<file path="config.mk">
export PLATFORM = sky130hd
export DESIGN_NAME = sc_startup_config_sequencer
export DESIGN_NICKNAME = d
export VERILOG_FILES = /design/src/hdl/sc_pkg.sv /design/src/hdl/sc_startup_config_sequencer.sv
export SDC_FILE = /design/constraint.sdc
export NUM_CORES = 1
export LEC_CHECK = 0
export ABC_AREA = 1
export BUFFER_PORTS_ARGS = -buffer_cell sky130_fd_sc_hd__buf_2
export CAP_MARGIN = 10
export CORE_MARGIN = 2
export CORE_UTILIZATION = 30
export CTS_BUF_LIST = sky130_fd_sc_hd__clkbuf_8
export DETAILED_ROUTE_END_ITERATION = 10
export SETUP_SLACK_MARGIN = 0.02
export SLEW_MARGIN = 20
export SYNTH_ARGS = -nofsm -noshare
export SYNTH_HDL_FRONTEND = slang
export SYNTH_SLANG_ARGS = --single-unit
</file>
<file path="constraint.sdc">
create_clock -name sys_clk -period 3.7 [get_ports sys_clk]
set_clock_uncertainty 0.05 [all_clocks]
set_input_delay 0.74 -clock sys_clk [delete_from_list [all_inputs] [get_ports sys_clk]]
set_output_delay 0.74 -clock sys_clk [all_outputs]
set_load 0.01 [all_outputs]
</file>
<file path="src/hdl/sc_pkg.sv">
// sc_pkg: constants, register map and state layout of the start-up sequencer
// assumes a 100 MHz sys_clk and a byte-wide serial register map
package sc_pkg;
	// timing
	localparam int CLK_MHZ = 100;
	localparam int POR_MS = 20;
	localparam int STAB_DEF_MS = 50;
	localparam int MF_TRI_NS = 45;
	localparam int CYC_PER_MS = CLK_MHZ * 1000;
	localparam int POR_CYC = POR_MS * CYC_PER_MS;
	localparam int MF_TRI_CYC = (MF_TRI_NS * CLK_MHZ) / 1000;
	typedef logic [7:0] sc_byte_type;
	typedef logic [14:0] sc_addr_type;
	// synchroniser lane positions
	localparam int SYNC_W = 22;
	localparam int SI_MF = 0;
	localparam int SI_FLT = 8;
	localparam int SI_HPS = 12;
	localparam int SI_RST = 13;
	localparam int SI_SUP = 14;
	localparam int SI_SCK = 15;
	localparam int SI_CSB = 16;
	localparam int SI_SDI = 17;
	localparam int SI_SLK = 18;
	localparam int SI_ALK = 19;
	localparam int SI_PLK = 20;
	localparam int SI_FLK = 21;
	// register offsets
	localparam sc_addr_type A_IO_UPD = 15'h0005;
	localparam sc_addr_type A_REV = 15'h000A;
	localparam sc_addr_type A_STAB = 15'h0106;
	localparam sc_addr_type A_MF_DIR = 15'h0200;
	localparam sc_addr_type A_MF_VAL = 15'h0201;
	localparam sc_addr_type A_SYNC_PIN = 15'h0202;
	localparam sc_addr_type A_IRQ_MODE = 15'h0208;
	localparam sc_addr_type A_IRQ_MASK = 15'h020A;
	localparam sc_addr_type A_WD_LO = 15'h0210;
	localparam sc_addr_type A_WD_HI = 15'h0211;
	localparam sc_addr_type A_OMC_A = 15'h0400;
	localparam sc_addr_type A_OMC_B = 15'h0403;
	localparam sc_addr_type A_VCO = 15'h0405;
	localparam sc_addr_type A_SYNC_MODE = 15'h0500;
	localparam sc_addr_type A_OUT_EN = 15'h0501;
	localparam sc_addr_type A_LOOP = 15'h0A01;
	localparam sc_addr_type A_SSYNC = 15'h0A02;
	localparam sc_addr_type A_CLR = 15'h0A03;
	localparam sc_addr_type A_IRQ_CLR = 15'h0A04;
	localparam sc_addr_type A_PLL_ST = 15'h0D01;
	localparam sc_addr_type A_IRQ_MON = 15'h0D02;
	// bit positions
	localparam int B_IOUPD = 0;
	localparam int B_VCOCAL = 0;
	localparam int B_FREERUN = 5;
	localparam int B_SSYNC = 1;
	localparam int B_CLR_WD = 0;
	localparam int B_CLR_ALL = 1;
	localparam int B_SYNC_PEN = 3;
	localparam int ST_SLK = 0;
	localparam int ST_STABLE = 1;
	localparam int ST_OUTPUT_MULTIPLIER_LOOP = 2;
	localparam int ST_PLK = 3;
	localparam int ST_FLK = 4;
	// interrupt events
	localparam int EV_STABLE = 0;
	localparam int EV_ALOCK = 1;
	localparam int EV_AUNLOCK = 2;
	localparam int EV_PLOCK = 3;
	localparam int EV_FLOCK = 4;
	localparam int EV_SYNC = 5;
	localparam int EV_WD = 6;
	localparam int EV_FREE = 7;
	// modes and strap codes
	localparam logic [1:0] SYNC_ON_PLOCK = 2'h1;
	localparam logic [1:0] SYNC_ON_FLOCK = 2'h2;
	localparam logic [1:0] IRQ_OD_N = 2'h0;
	localparam logic [1:0] IRQ_OD_P = 2'h1;
	localparam logic [1:0] IRQ_PP_HI = 2'h2;
	localparam logic [1:0] IRQ_PP_LO = 2'h3;
	localparam logic [1:0] LVL_LO = 2'h0;
	localparam logic [1:0] LVL_FLT = 2'h1;
	localparam logic [1:0] LVL_HI = 2'h2;
	localparam logic [3:0] CODE_SPI = 4'h0;
	localparam logic [3:0] CODE_NO_EEP = 4'h4;
	localparam logic [3:0] LVL_RADIX = 4'h3;
	// configuration bytes, pending and active copies
	typedef struct packed {
		sc_byte_type stab, mf_dir, mf_val, sync_pin, irq_mode, irq_mask, wd_lo, wd_hi;
		sc_byte_type omc_a, omc_b, vco, sync_mode, out_en, loop, ssync;
	} sc_regs_type;
	localparam sc_regs_type REGS_RST = '{stab: 8'h32, omc_a: 8'h81, omc_b: 8'h07,
		vco: 8'h20, default: 8'h00};
	typedef enum logic [3:0] {
		SP_IDLE = 4'b0001,
		SP_INSTR = 4'b0010,
		SP_DATA = 4'b0100,
		SP_DONE = 4'b1000
	} sc_spi_type;
	typedef struct packed {
		logic [SYNC_W-1:0] s1, s2;
		logic [31:0] por_cnt;
		logic por_act, dev_rst;
		logic hard_pin, spi_mode, eep_load;
		logic [2:0] i2c_addr, eep_prof;
		sc_regs_type pend, act;
		sc_spi_type spi_st;
		logic sck_q, rw, sdo, sdo_oe;
		logic [4:0] bit_cnt;
		logic [15:0] shreg;
		sc_addr_type addr;
		sc_byte_type dat;
		logic [31:0] stab_pre, wd_pre;
		sc_byte_type stab_ms;
		logic [15:0] wd_ms;
		logic stable, alk_q, plk_q, flk_q, pin_q, vco_q, ssync_q, free_q;
		logic cal_start, acquire, dist_sync;
		sc_byte_type irq_mon;
		logic irq_out, irq_oe;
	} sc_state_type;
	localparam sc_state_type ST_RST = '{por_act: 1'b1, dev_rst: 1'b1, pend: REGS_RST,
		act: REGS_RST, spi_st: SP_IDLE, default: '0};
endpackage : sc_pkg

</file>
<file path="src/hdl/sc_startup_config_sequencer.sv">
// sc_startup_config_sequencer: power-up reset, strap capture, serial register
// map with I/O update, output PLL calibration kick, sync, IRQ and watchdog.
// assumes pins and status inputs are asynchronous; analog blocks sit outside.
`timescale 1ns/1ps
module sc_startup_config_sequencer #(
	parameter int POR_CYCLES = sc_pkg::POR_CYC,
	parameter int MS_CYCLES = sc_pkg::CYC_PER_MS,
	parameter logic [7:0] SILICON_REV = 8'h5A // arbitrary identity value
) (
	input wire logic sys_clk,
	input wire logic resetn,
	input wire logic supplies_ok,
	input wire logic reset_pin_n,
	input wire logic hard_pin_select,
	input wire logic [3:0] strap_float,
	input wire sc_pkg::sc_byte_type mf_in,
	output logic [7:0] mf_out,
	output logic [7:0] mf_oe,
	input wire logic spi_sclk,
	input wire logic spi_csb,
	input wire logic spi_sdi,
	output logic spi_sdo,
	output logic spi_sdo_oe,
	input wire logic system_clock_multiplier_pll_locked,
	input wire logic output_multiplier_loop_locked,
	input wire logic digital_loop_phase_lock,
	input wire logic digital_loop_freq_lock,
	output logic device_reset,
	output logic hard_pin_mode,
	output logic serial_is_spi,
	output logic [2:0] i2c_addr_sel,
	output logic eeprom_load,
	output logic [2:0] eeprom_profile,
	output logic system_clock_multiplier_stable,
	output logic user_free_run,
	output logic digital_loop_acquire,
	output logic output_multiplier_loop_cal_start,
	output sc_pkg::sc_byte_type output_multiplier_loop_cfg_a,
	output sc_pkg::sc_byte_type output_multiplier_loop_cfg_b,
	output sc_pkg::sc_byte_type dist_out_enable,
	output logic dist_sync,
	output logic irq_out,
	output logic irq_oe
);
	import sc_pkg::*;

	sc_state_type s;
	sc_state_type nxt_s;

	// three-level strap pair to a code 0..8
	// a floating pad counts as the middle level
	function automatic logic [3:0] tri_code(logic hi, logic hi_f, logic lo, logic lo_f);
		logic [1:0] lh;
		logic [1:0] ll;
		lh = hi_f ? LVL_FLT : (hi ? LVL_HI : LVL_LO);
		ll = lo_f ? LVL_FLT : (lo ? LVL_HI : LVL_LO);
		return 4'({2'h0, lh} * LVL_RADIX + {2'h0, ll});
	endfunction : tri_code

	logic [SYNC_W-1:0] sy;
	logic rst_now;
	logic sck_rise;
	logic sck_fall;
	logic wr;
	sc_addr_type wr_addr;
	sc_addr_type rd_addr;
	sc_byte_type wr_data;
	sc_byte_type rdata;
	sc_byte_type ev;
	sc_byte_type clr;
	logic [3:0] code_p;
	logic [3:0] code_q;
	logic wd_hit;
	logic [2:0] pin_idx;
	logic irq_act;

	// next-state logic for the whole block
	always_comb begin
		nxt_s = s;
		wr = 1'b0;
		wr_addr = s.addr;
		wr_data = '0;
		ev = '0;
		clr = '0;
		wd_hit = 1'b0;
		// sync pin index, read by the edge detect and by its delay flop
		pin_idx = s.act.sync_pin[2:0];
		// two-flop synchronisers on every asynchronous input
		nxt_s.s1 = {digital_loop_freq_lock, digital_loop_phase_lock, output_multiplier_loop_locked, system_clock_multiplier_pll_locked,
			spi_sdi, spi_csb, spi_sclk, supplies_ok, reset_pin_n, hard_pin_select,
			strap_float, mf_in};
		nxt_s.s2 = s.s1;
		sy = s.s2;
		// power-up pulse restarts whenever supplies drop
		if (!sy[SI_SUP]) begin
			nxt_s.por_cnt = 32'(POR_CYCLES);
		end else if (s.por_cnt != '0) begin
			nxt_s.por_cnt = s.por_cnt - 32'h1;
		end
		nxt_s.por_act = (nxt_s.por_cnt != '0);
		rst_now = s.por_act | ~sy[SI_SUP] | ~sy[SI_RST];
		nxt_s.dev_rst = rst_now;
		code_p = tri_code(sy[SI_MF+1], sy[SI_FLT+1], sy[SI_MF], sy[SI_FLT]);
		code_q = tri_code(sy[SI_MF+3], sy[SI_FLT+3], sy[SI_MF+2], sy[SI_FLT+2]);
		sck_rise = sy[SI_SCK] & ~s.sck_q;
		sck_fall = ~sy[SI_SCK] & s.sck_q;
		// address as it will stand once the sixteenth bit is in
		rd_addr = {s.shreg[13:0], sy[SI_SDI]};
		nxt_s.sck_q = sy[SI_SCK];
		// read mux: pending copies read back before update
		unique case (rd_addr)
			A_REV: rdata = SILICON_REV;
			A_STAB: rdata = s.pend.stab;
			A_MF_DIR: rdata = s.pend.mf_dir;
			A_MF_VAL: rdata = s.pend.mf_val;
			A_SYNC_PIN: rdata = s.pend.sync_pin;
			A_IRQ_MODE: rdata = s.pend.irq_mode;
			A_IRQ_MASK: rdata = s.pend.irq_mask;
			A_WD_LO: rdata = s.pend.wd_lo;
			A_WD_HI: rdata = s.pend.wd_hi;
			A_OMC_A: rdata = s.pend.omc_a;
			A_OMC_B: rdata = s.pend.omc_b;
			A_VCO: rdata = s.pend.vco;
			A_SYNC_MODE: rdata = s.pend.sync_mode;
			A_OUT_EN: rdata = s.pend.out_en;
			A_LOOP: rdata = s.pend.loop;
			A_SSYNC: rdata = s.pend.ssync;
			A_PLL_ST: rdata = {3'h0, sy[SI_FLK], sy[SI_PLK], sy[SI_ALK], s.stable,
				sy[SI_SLK]};
			A_IRQ_MON: rdata = s.irq_mon;
			default: rdata = '0;
		endcase
		if (rst_now) begin
			// register copies, port state, timers, status and pulses back to defaults; straps keep their value; pins float as inputs
			nxt_s.pend = REGS_RST;
			nxt_s.act = REGS_RST;
			nxt_s.spi_st = SP_IDLE;
			nxt_s.sdo_oe = 1'b0;
			nxt_s.stable = 1'b0;
			nxt_s.stab_ms = '0;
			nxt_s.stab_pre = '0;
			nxt_s.wd_ms = '0;
			nxt_s.wd_pre = '0;
			nxt_s.irq_mon = '0;
			nxt_s.cal_start = 1'b0;
			nxt_s.acquire = 1'b0;
			nxt_s.dist_sync = 1'b0;
			nxt_s.vco_q = 1'b0;
			nxt_s.ssync_q = 1'b0;
			nxt_s.free_q = 1'b0;
		end else begin
			// straps latched once at release and then left alone
			// hard-pin mode clears the SPI select and EEPROM load; address and profile codes still latch from the straps
			if (s.dev_rst) begin
				nxt_s.hard_pin = sy[SI_HPS];
				nxt_s.spi_mode = ~sy[SI_HPS] & (code_p == CODE_SPI);
				nxt_s.i2c_addr = (code_p == CODE_SPI) ? 3'h0 : 3'(code_p - 4'h1);
				nxt_s.eep_load = ~sy[SI_HPS] & (code_q != CODE_NO_EEP);
				nxt_s.eep_prof = (code_q < CODE_NO_EEP) ? code_q[2:0] :
					3'(code_q - 4'h1);
			end
			// serial port, single-byte transfers, MSB first, sampled on rising clock
			// sclk, csb and sdi share one synchroniser lag, so their order holds;
			// the host must keep each sclk level for at least 8 cycles
			if (sy[SI_CSB] || !s.spi_mode) begin
				nxt_s.spi_st = SP_IDLE;
				nxt_s.sdo_oe = 1'b0;
				nxt_s.bit_cnt = '0;
			end else begin
				unique case (s.spi_st)
					SP_IDLE: begin
						nxt_s.spi_st = SP_INSTR;
						nxt_s.bit_cnt = '0;
					end
					SP_INSTR: if (sck_rise) begin
						nxt_s.shreg = {s.shreg[14:0], sy[SI_SDI]};
						nxt_s.bit_cnt = s.bit_cnt + 5'h1;
						if (s.bit_cnt == 5'hF) begin
							nxt_s.rw = s.shreg[14];
							nxt_s.addr = rd_addr;
							nxt_s.dat = rdata;
							nxt_s.bit_cnt = '0;
							nxt_s.spi_st = SP_DATA;
						end
					end
					SP_DATA: begin
						if (sck_fall && s.rw) begin
							nxt_s.sdo = s.dat[7];
							nxt_s.sdo_oe = 1'b1;
						end
						if (sck_rise) begin
							nxt_s.bit_cnt = s.bit_cnt + 5'h1;
							nxt_s.dat = {s.dat[6:0], sy[SI_SDI]};
							if (s.bit_cnt == 5'h7) begin
								wr = ~s.rw;
								wr_data = {s.dat[6:0], sy[SI_SDI]};
								nxt_s.spi_st = SP_DONE;
							end
						end
					end
					SP_DONE: nxt_s.sdo_oe = s.sdo_oe;
				endcase
			end
			// writes land in the pending copy
			// unmapped offsets fall through untouched
			if (wr) begin
				unique case (wr_addr)
					A_STAB: nxt_s.pend.stab = wr_data;
					A_MF_DIR: nxt_s.pend.mf_dir = wr_data;
					A_MF_VAL: nxt_s.pend.mf_val = wr_data;
					A_SYNC_PIN: nxt_s.pend.sync_pin = wr_data;
					A_IRQ_MODE: nxt_s.pend.irq_mode = wr_data;
					A_IRQ_MASK: nxt_s.pend.irq_mask = wr_data;
					A_WD_LO: nxt_s.pend.wd_lo = wr_data;
					A_WD_HI: nxt_s.pend.wd_hi = wr_data;
					A_OMC_A: nxt_s.pend.omc_a = wr_data;
					A_OMC_B: nxt_s.pend.omc_b = wr_data;
					A_VCO: nxt_s.pend.vco = wr_data;
					A_SYNC_MODE: nxt_s.pend.sync_mode = wr_data;
					A_OUT_EN: nxt_s.pend.out_en = wr_data;
					A_LOOP: nxt_s.pend.loop = wr_data;
					A_SSYNC: nxt_s.pend.ssync = wr_data;
					A_IRQ_CLR: clr = wr_data;
					A_CLR: begin
						if (wr_data[B_CLR_ALL]) clr = 8'hFF;
						wd_hit = wr_data[B_CLR_WD];
					end
					default: ;
				endcase
				if (wr_addr == A_IO_UPD && wr_data[B_IOUPD]) begin
					nxt_s.act = nxt_s.pend;
				end
			end
			// edge detects on committed control bits
			// delay flops reset to the idle levels, so no false edge after reset
			nxt_s.vco_q = s.act.vco[B_VCOCAL];
			nxt_s.cal_start = s.act.vco[B_VCOCAL] & ~s.vco_q;
			nxt_s.free_q = s.act.loop[B_FREERUN];
			nxt_s.acquire = ~s.act.loop[B_FREERUN] & s.free_q;
			ev[EV_FREE] = s.act.loop[B_FREERUN] & ~s.free_q;
			nxt_s.ssync_q = s.act.ssync[B_SSYNC];
			nxt_s.dist_sync = (s.ssync_q & ~s.act.ssync[B_SSYNC]) |
				(s.act.sync_pin[B_SYNC_PEN] & sy[SI_MF+pin_idx] & ~s.pin_q) |
				(s.act.sync_mode[1:0] == SYNC_ON_PLOCK && sy[SI_PLK] && !s.plk_q) |
				(s.act.sync_mode[1:0] == SYNC_ON_FLOCK && sy[SI_FLK] && !s.flk_q);
			ev[EV_SYNC] = s.dist_sync;
			// stability timer restarts on every loss of lock
			// counts whole ms of unbroken lock against the committed setting
			if (!sy[SI_SLK]) begin
				nxt_s.stable = 1'b0;
				nxt_s.stab_ms = '0;
				nxt_s.stab_pre = '0;
			end else if (!s.stable) begin
				nxt_s.stab_pre = (s.stab_pre == 32'(MS_CYCLES - 1)) ? '0 :
					s.stab_pre + 32'h1;
				if (s.stab_pre == 32'(MS_CYCLES - 1)) nxt_s.stab_ms = s.stab_ms + 8'h1;
				nxt_s.stable = (s.stab_ms >= s.act.stab);
			end
			ev[EV_STABLE] = nxt_s.stable & ~s.stable;
			// watchdog in ms, zero period keeps it off
			// restart write clears both counters at once, no I/O update needed
			if ({s.act.wd_hi, s.act.wd_lo} == 16'h0 || wd_hit) begin
				nxt_s.wd_ms = '0;
				nxt_s.wd_pre = '0;
			end else begin
				nxt_s.wd_pre = (s.wd_pre == 32'(MS_CYCLES - 1)) ? '0 : s.wd_pre + 32'h1;
				if (s.wd_pre == 32'(MS_CYCLES - 1)) begin
					nxt_s.wd_ms = s.wd_ms + 16'h1;
					if (s.wd_ms + 16'h1 >= {s.act.wd_hi, s.act.wd_lo}) begin
						ev[EV_WD] = 1'b1;
						nxt_s.wd_ms = '0;
					end
				end
			end
			ev[EV_ALOCK] = sy[SI_ALK] & ~s.alk_q;
			ev[EV_AUNLOCK] = ~sy[SI_ALK] & s.alk_q;
			ev[EV_PLOCK] = sy[SI_PLK] & ~s.plk_q;
			ev[EV_FLOCK] = sy[SI_FLK] & ~s.flk_q;
			// a new event beats a clear in the same cycle
			// clears act at once; the mask is the committed copy
			nxt_s.irq_mon = (s.irq_mon & ~clr) | (ev & s.act.irq_mask);
		end
		nxt_s.alk_q = sy[SI_ALK];
		nxt_s.plk_q = sy[SI_PLK];
		nxt_s.flk_q = sy[SI_FLK];
		nxt_s.pin_q = sy[SI_MF+pin_idx];
		// IRQ pin drive per mode, default open-drain pulling low
		irq_act = |s.irq_mon;
		unique case (s.act.irq_mode[1:0])
			IRQ_OD_N: begin
				nxt_s.irq_out = 1'b0;
				nxt_s.irq_oe = irq_act;
			end
			IRQ_OD_P: begin
				nxt_s.irq_out = 1'b1;
				nxt_s.irq_oe = irq_act;
			end
			IRQ_PP_HI: begin
				nxt_s.irq_out = irq_act;
				nxt_s.irq_oe = 1'b1;
			end
			IRQ_PP_LO: begin
				nxt_s.irq_out = ~irq_act;
				nxt_s.irq_oe = 1'b1;
			end
		endcase
		// pad floats in reset until the mode is known again
		if (rst_now) nxt_s.irq_oe = 1'b0;
	end

	// state register
	// test reset loads the power-up state, so the internal pulse
	// still runs once it is released
	always_ff @(posedge sys_clk or negedge resetn) begin
		if (!resetn) begin
			s <= ST_RST;
		end else begin
			s <= nxt_s;
		end
	end

	// outputs straight from state flops
	assign mf_out = s.act.mf_val;
	// the active copy is forced to defaults whenever dev_rst is set,
	// so the pin enables are already low in reset with no gate after the flop
	assign mf_oe = s.act.mf_dir;
	assign spi_sdo = s.sdo;
	assign spi_sdo_oe = s.sdo_oe;
	assign device_reset = s.dev_rst;
	assign hard_pin_mode = s.hard_pin;
	assign serial_is_spi = s.spi_mode;
	assign i2c_addr_sel = s.i2c_addr;
	assign eeprom_load = s.eep_load;
	assign eeprom_profile = s.eep_prof;
	assign system_clock_multiplier_stable = s.stable;
	assign user_free_run = s.act.loop[B_FREERUN];
	assign digital_loop_acquire = s.acquire;
	assign output_multiplier_loop_cal_start = s.cal_start;
	assign output_multiplier_loop_cfg_a = s.act.omc_a;
	assign output_multiplier_loop_cfg_b = s.act.omc_b;
	assign dist_out_enable = s.act.out_en;
	assign dist_sync = s.dist_sync;
	assign irq_out = s.irq_out;
	assign irq_oe = s.irq_oe;
endmodule : sc_startup_config_sequencer

</file>
==> results <==
- In this run the remaining antenna-violating nets after routing total 0.
- Setup repair after global routing left no endpoint under its margin.
- The die area is 80100 sq um.
- The global-route usage over all layers is 17.8%.
- In this run the deepest clock path goes through 3 buffers.
- The basic-gate share of the synthesized area counting and, or, nand and nor cells is 25.5%.
- The wire-length estimate of the detail-placed layout is 51.5 mm.
- The power per standard cell area is 406 nW/um^2.
- In this run the most critical hold path is launched from reset_pin_n.
- The cell count after placement is 3983.
- The first global-routing pass estimated 113 mm of wire.
- The number of detailed-route iterations in the first pass is 7.
- Walking the worst path, the cells encountered are nand2_1 -> nor2_1 -> nand3_1 -> nor2_1 -> nand2_1 -> nor2_1 -> nand3_1 -> nor2_1 -> xor2_1 -> ha_1 -> a21oi_1 -> or2_2 -> nand3_1 -> a21oi_1 -> buf_4 -> nand3_1 -> o21ai_0.
- The congestion estimate from routability-driven global placement came to 0.997.
- The global-route congestion overflow total is 0.
- The category of the most critical setup path is reg -> reg.
- After Yosys synthesis, full adders, half adders and majority gates account for 2.32% of the synthesized area.
- At the end of the flow, the number of nets in the layout was 3097.
- The horizontal extent of the die is 283 um.
- The worst vdd rail ir drop is 0.000223 V.
- The leading cell type in the layout, fill and taps excluded is sky130_fd_sc_hd__nand2_1.
- The final period demand of the worst path is 3.01 ns.
- Of the cells placed in the final design, the portion with a size suffix greater than 1 is 10.7%.
- The worst pin sits at a relative slew slack of 34.9%.
- The detailed-routed wire length on met2 is 32.9 mm.
- The synthesized netlist net count is 3029.
- STA puts the critical path data arrival time at 3.54 ns.
- The area growth from synthesis to layout is 13.8%.
- The total I/O pin count is 83.
- The number of warnings printed during yosys synthesis is 0.
- The total of buffers placed on input and output ports is 82.
- The flow ran to the end, and the final reports show no timing, DRC or antenna violations.
- The sequential cell area fraction in the yosys report is 48.3%.
- At the worst endpoint, the required time is 4.23 ns.
- The cell area that synthesis handed to floorplanning was 23300 sq um.
- The number of slew-limit violations in the final report is 0.
- The number of global-route vias before repair is 19381.
- The worst register-to-register path ends at s[21].
- At the pin with the least slew margin, the transition time is 0.974 ns.
- The floorplan has 102 rows.
- The clock transition at the registers of the reported paths is 0.06 ns.
- The endpoint kind of the worst setup timing path is a register.
- The final cell count without fillers is 4144.
- Yosys mapped a number of flops with a built-in enable equal to 0.
- In this run the static leakage power is 12.1 nW.
- The final-report setup violation count is 0.
- The violation count after the first detailed-routing iteration is 1676.
- For this run, the top clock speed supported by timing is 332 MHz.
- After synthesis, the largest family of logic cells by area is simple AND/OR/NAND/NOR gates.
- The total number of vias is 20165.
- The count of final hold-check violations came to 0.
- The detailed-routed wire length on met3 is 4.45 mm.
- Once the floorplan was initialized, standard cells occupied 30.2% of the core.
- The core region is 77200 sq um.
- Of the available clock period, the critical path in the final layout requires 81.3%.
- In this run the critical register-to-register path is launched from s[23].
- After detailed routing, the wire length on met1 is 31.9 mm.
- The worst setup path startpoint is s[23].
- The total negative slack for setup checks is 0 ns.
- The die is 283 um tall.
- The worst hold path terminates at nxt_s[457].
- Dividing the detail-routed via count by the number of cells gives 4.87.
- The XOR/XNOR share of the synthesized area is 2.33%.
- The worst-case register-to-register setup slack is 0.69 ns.
- The average wire per standard cell is 17.3 um.
- The DRC violation count after routing is 0.
- Clock tree synthesis selected as its root buffer the cell sky130_fd_sc_hd__clkbuf_8.
- The number of sinks driven by the clock tree is 450.
- The path class of the tightest hold or removal check is in -> reg.
- Signal routing reaches up to met4.
- Max-cap violations in this run came to 0.
- The number of clock buffers added by TritonCTS is 85.
- The H-tree generated during clock tree synthesis spans 3 levels.
- For this block, the routed nets add up to 71.7 mm of wire.
- In the synthesized netlist the async set-or-reset flop fraction comes to 100%.
- The portion of synthesized area spent on multiplexers is 0.188%.
- Entering global routing, the biggest net connects 119 pins.
- The peak fanout along the critical path is 16.
- Synthesis produced 2963 cells.
- The worst setup path is launched from a register.
- Counting cells, the worst reg-to-reg path comes to 17.
- TritonCTS built the clock tree.
- The per-instance average area after synthesis is 7.88 sq um.
- Clock latency on the worst-skew pair, taken at its later pin, is 0.70 ns.
- In this run the post-CTS setup repair buffer count came out at 0.
- The largest individual stage delay along the critical path comes from the cell sky130_fd_sc_hd__dfrtp_1.
- After synthesis the netlist holds a flip-flop and latch count of 450.
- The number of unique standard cell types used by synthesis is 58.
- The worst hold path depth is 1.
- Summing the areas of all compound-gate instances in the mapped netlist gives 12.4% of the synthesized area.
- The number of antenna violations at the first check in global routing came to 1.
- In the layout the commonest cells are sky130_fd_sc_hd__nand2_1 (701), sky130_fd_sc_hd__dfrtp_1 (430), sky130_fd_sc_hd__inv_1 (359).
- The number of inserted filler cells in the final layout is 8078.
- In the synthesized netlist the dominant register cell turns out to be sky130_fd_sc_hd__dfrtp_1.
- In this design, the stage delay of the slowest critical-path cell is 0.41 ns.
==> flip-flops by register name, indices dropped and copies added, names as in the netlist, 14 cells and up <==
name,flops
nxt_s,22
s,315
sy,22
wr_addr,15
rd_addr,14
==> how the worst max path moves through the flow <==
stage,end,slack [ns],cells after the start
5_1_grt,s[26],0.28,18
2_1_floorplan,s[28],0.79,17
6_report,s[21],0.69,17
3_3_place_gp,s[21],0.76,17
3_5_place_dp,s[21],0.69,17
4_1_cts,s[21],0.66,17
==> critical path, delay by kind of cell (launching register included) <==
kind,cells,cell delay (ns)
buffers and inverters,1,0.23
adder cells (fa/ha/maj),1,0.29
flip-flops,1,0.41
AO/OA/AOI/OAI,3,0.39
AND/OR/NAND/NOR,11,1.32
XOR/XNOR,1,0.21
==> through the flow <==
step / utilization, % / hold slack (ns) / power [mW] / instance area, sq um / setup slack (ns)
6_report: 34.4 / 0.0910 / 10.8 / 26600 / 0.691
5_1_grt: 34.4 / 0.0249 / 11.3 / 26600 / 0.283
4_1_cts: 34.4 / 0.0201 / 10.9 / 26600 / 0.662
3_5_place_dp: 31.9 / 0.286 / 5.47 / 24600 / 0.691
3_3_place_gp: 31.9 / 0.283 / 5.47 / 24600 / 0.763
2_1_floorplan: - / 0.281 / 5.28 / 23300 / 0.794
==> layout make-up <==
type / instances / area (sq um) / share of cell area (%)
sequential: 450 / 11300 / 42.5
multi-input combinational: 2029 / 9980 / 37.6
clock buffer: 107 / 1470 / 5.54
tap: 1040 / 1300 / 4.90
inverter: 345 / 1300 / 4.89
timing repair buffer: 120 / 771 / 2.90
clock inverter: 52 / 448 / 1.69
antenna: 1 / 2.50 / 0.00942
==> report_power, final <==
| group | switching [mW] | internal (mW) | total (mW) |
|---|---|---|---|
| logic | 0.265 | 0.101 | 0.366 |
| clock network | 2.27 | 3.12 | 5.39 |
| registers | 0.0402 | 4.97 | 5.01 |
==> cell families after synthesis <==
group / after synthesis
XOR/XNOR: 62
buffers and inverters: 484
multiplexers: 4
flip-flops: 450
AO/OA/AOI/OAI: 533
adder cells (fa/ha/maj): 42
AND/OR/NAND/NOR: 1388
==> routing by layer <==
metal	vias to the layer above	track usage, %
met5	-	0
met4	0	7.62
met3	130	3.40
met2	623	28.3
met1	9622	23.7
li1	9790	-
==> Yosys cell counts (37+ instances only) <==
cell / count / area [sq um]
sky130_fd_sc_hd__a21oi_1: 113 / 566
sky130_fd_sc_hd__buf_2: 37 / 185
sky130_fd_sc_hd__buf_4: 50 / 375
sky130_fd_sc_hd__clkbuf_1: 41 / 154
sky130_fd_sc_hd__dfrtp_1: 430 / 10800
sky130_fd_sc_hd__ha_1: 40 / 500
sky130_fd_sc_hd__inv_1: 337 / 1260
sky130_fd_sc_hd__nand2_1: 701 / 2630
sky130_fd_sc_hd__nand3_1: 178 / 891
sky130_fd_sc_hd__nand4_1: 64 / 400
sky130_fd_sc_hd__nor2_1: 324 / 1220
sky130_fd_sc_hd__nor3_1: 47 / 235
sky130_fd_sc_hd__o21ai_0: 262 / 1310
sky130_fd_sc_hd__o21ai_1: 66 / 330
sky130_fd_sc_hd__xor2_1: 43 / 377
==> repair_timing <==
item / 4_1_cts / 5_1_grt
hold buffers: 1 / 0
setup endpoints to repair: 0 / 0
gates resized for setup: 0 / 0
endpoints found under the hold margin: 27 / 0
No activity file was read; power rests on OpenSTA's default activity.
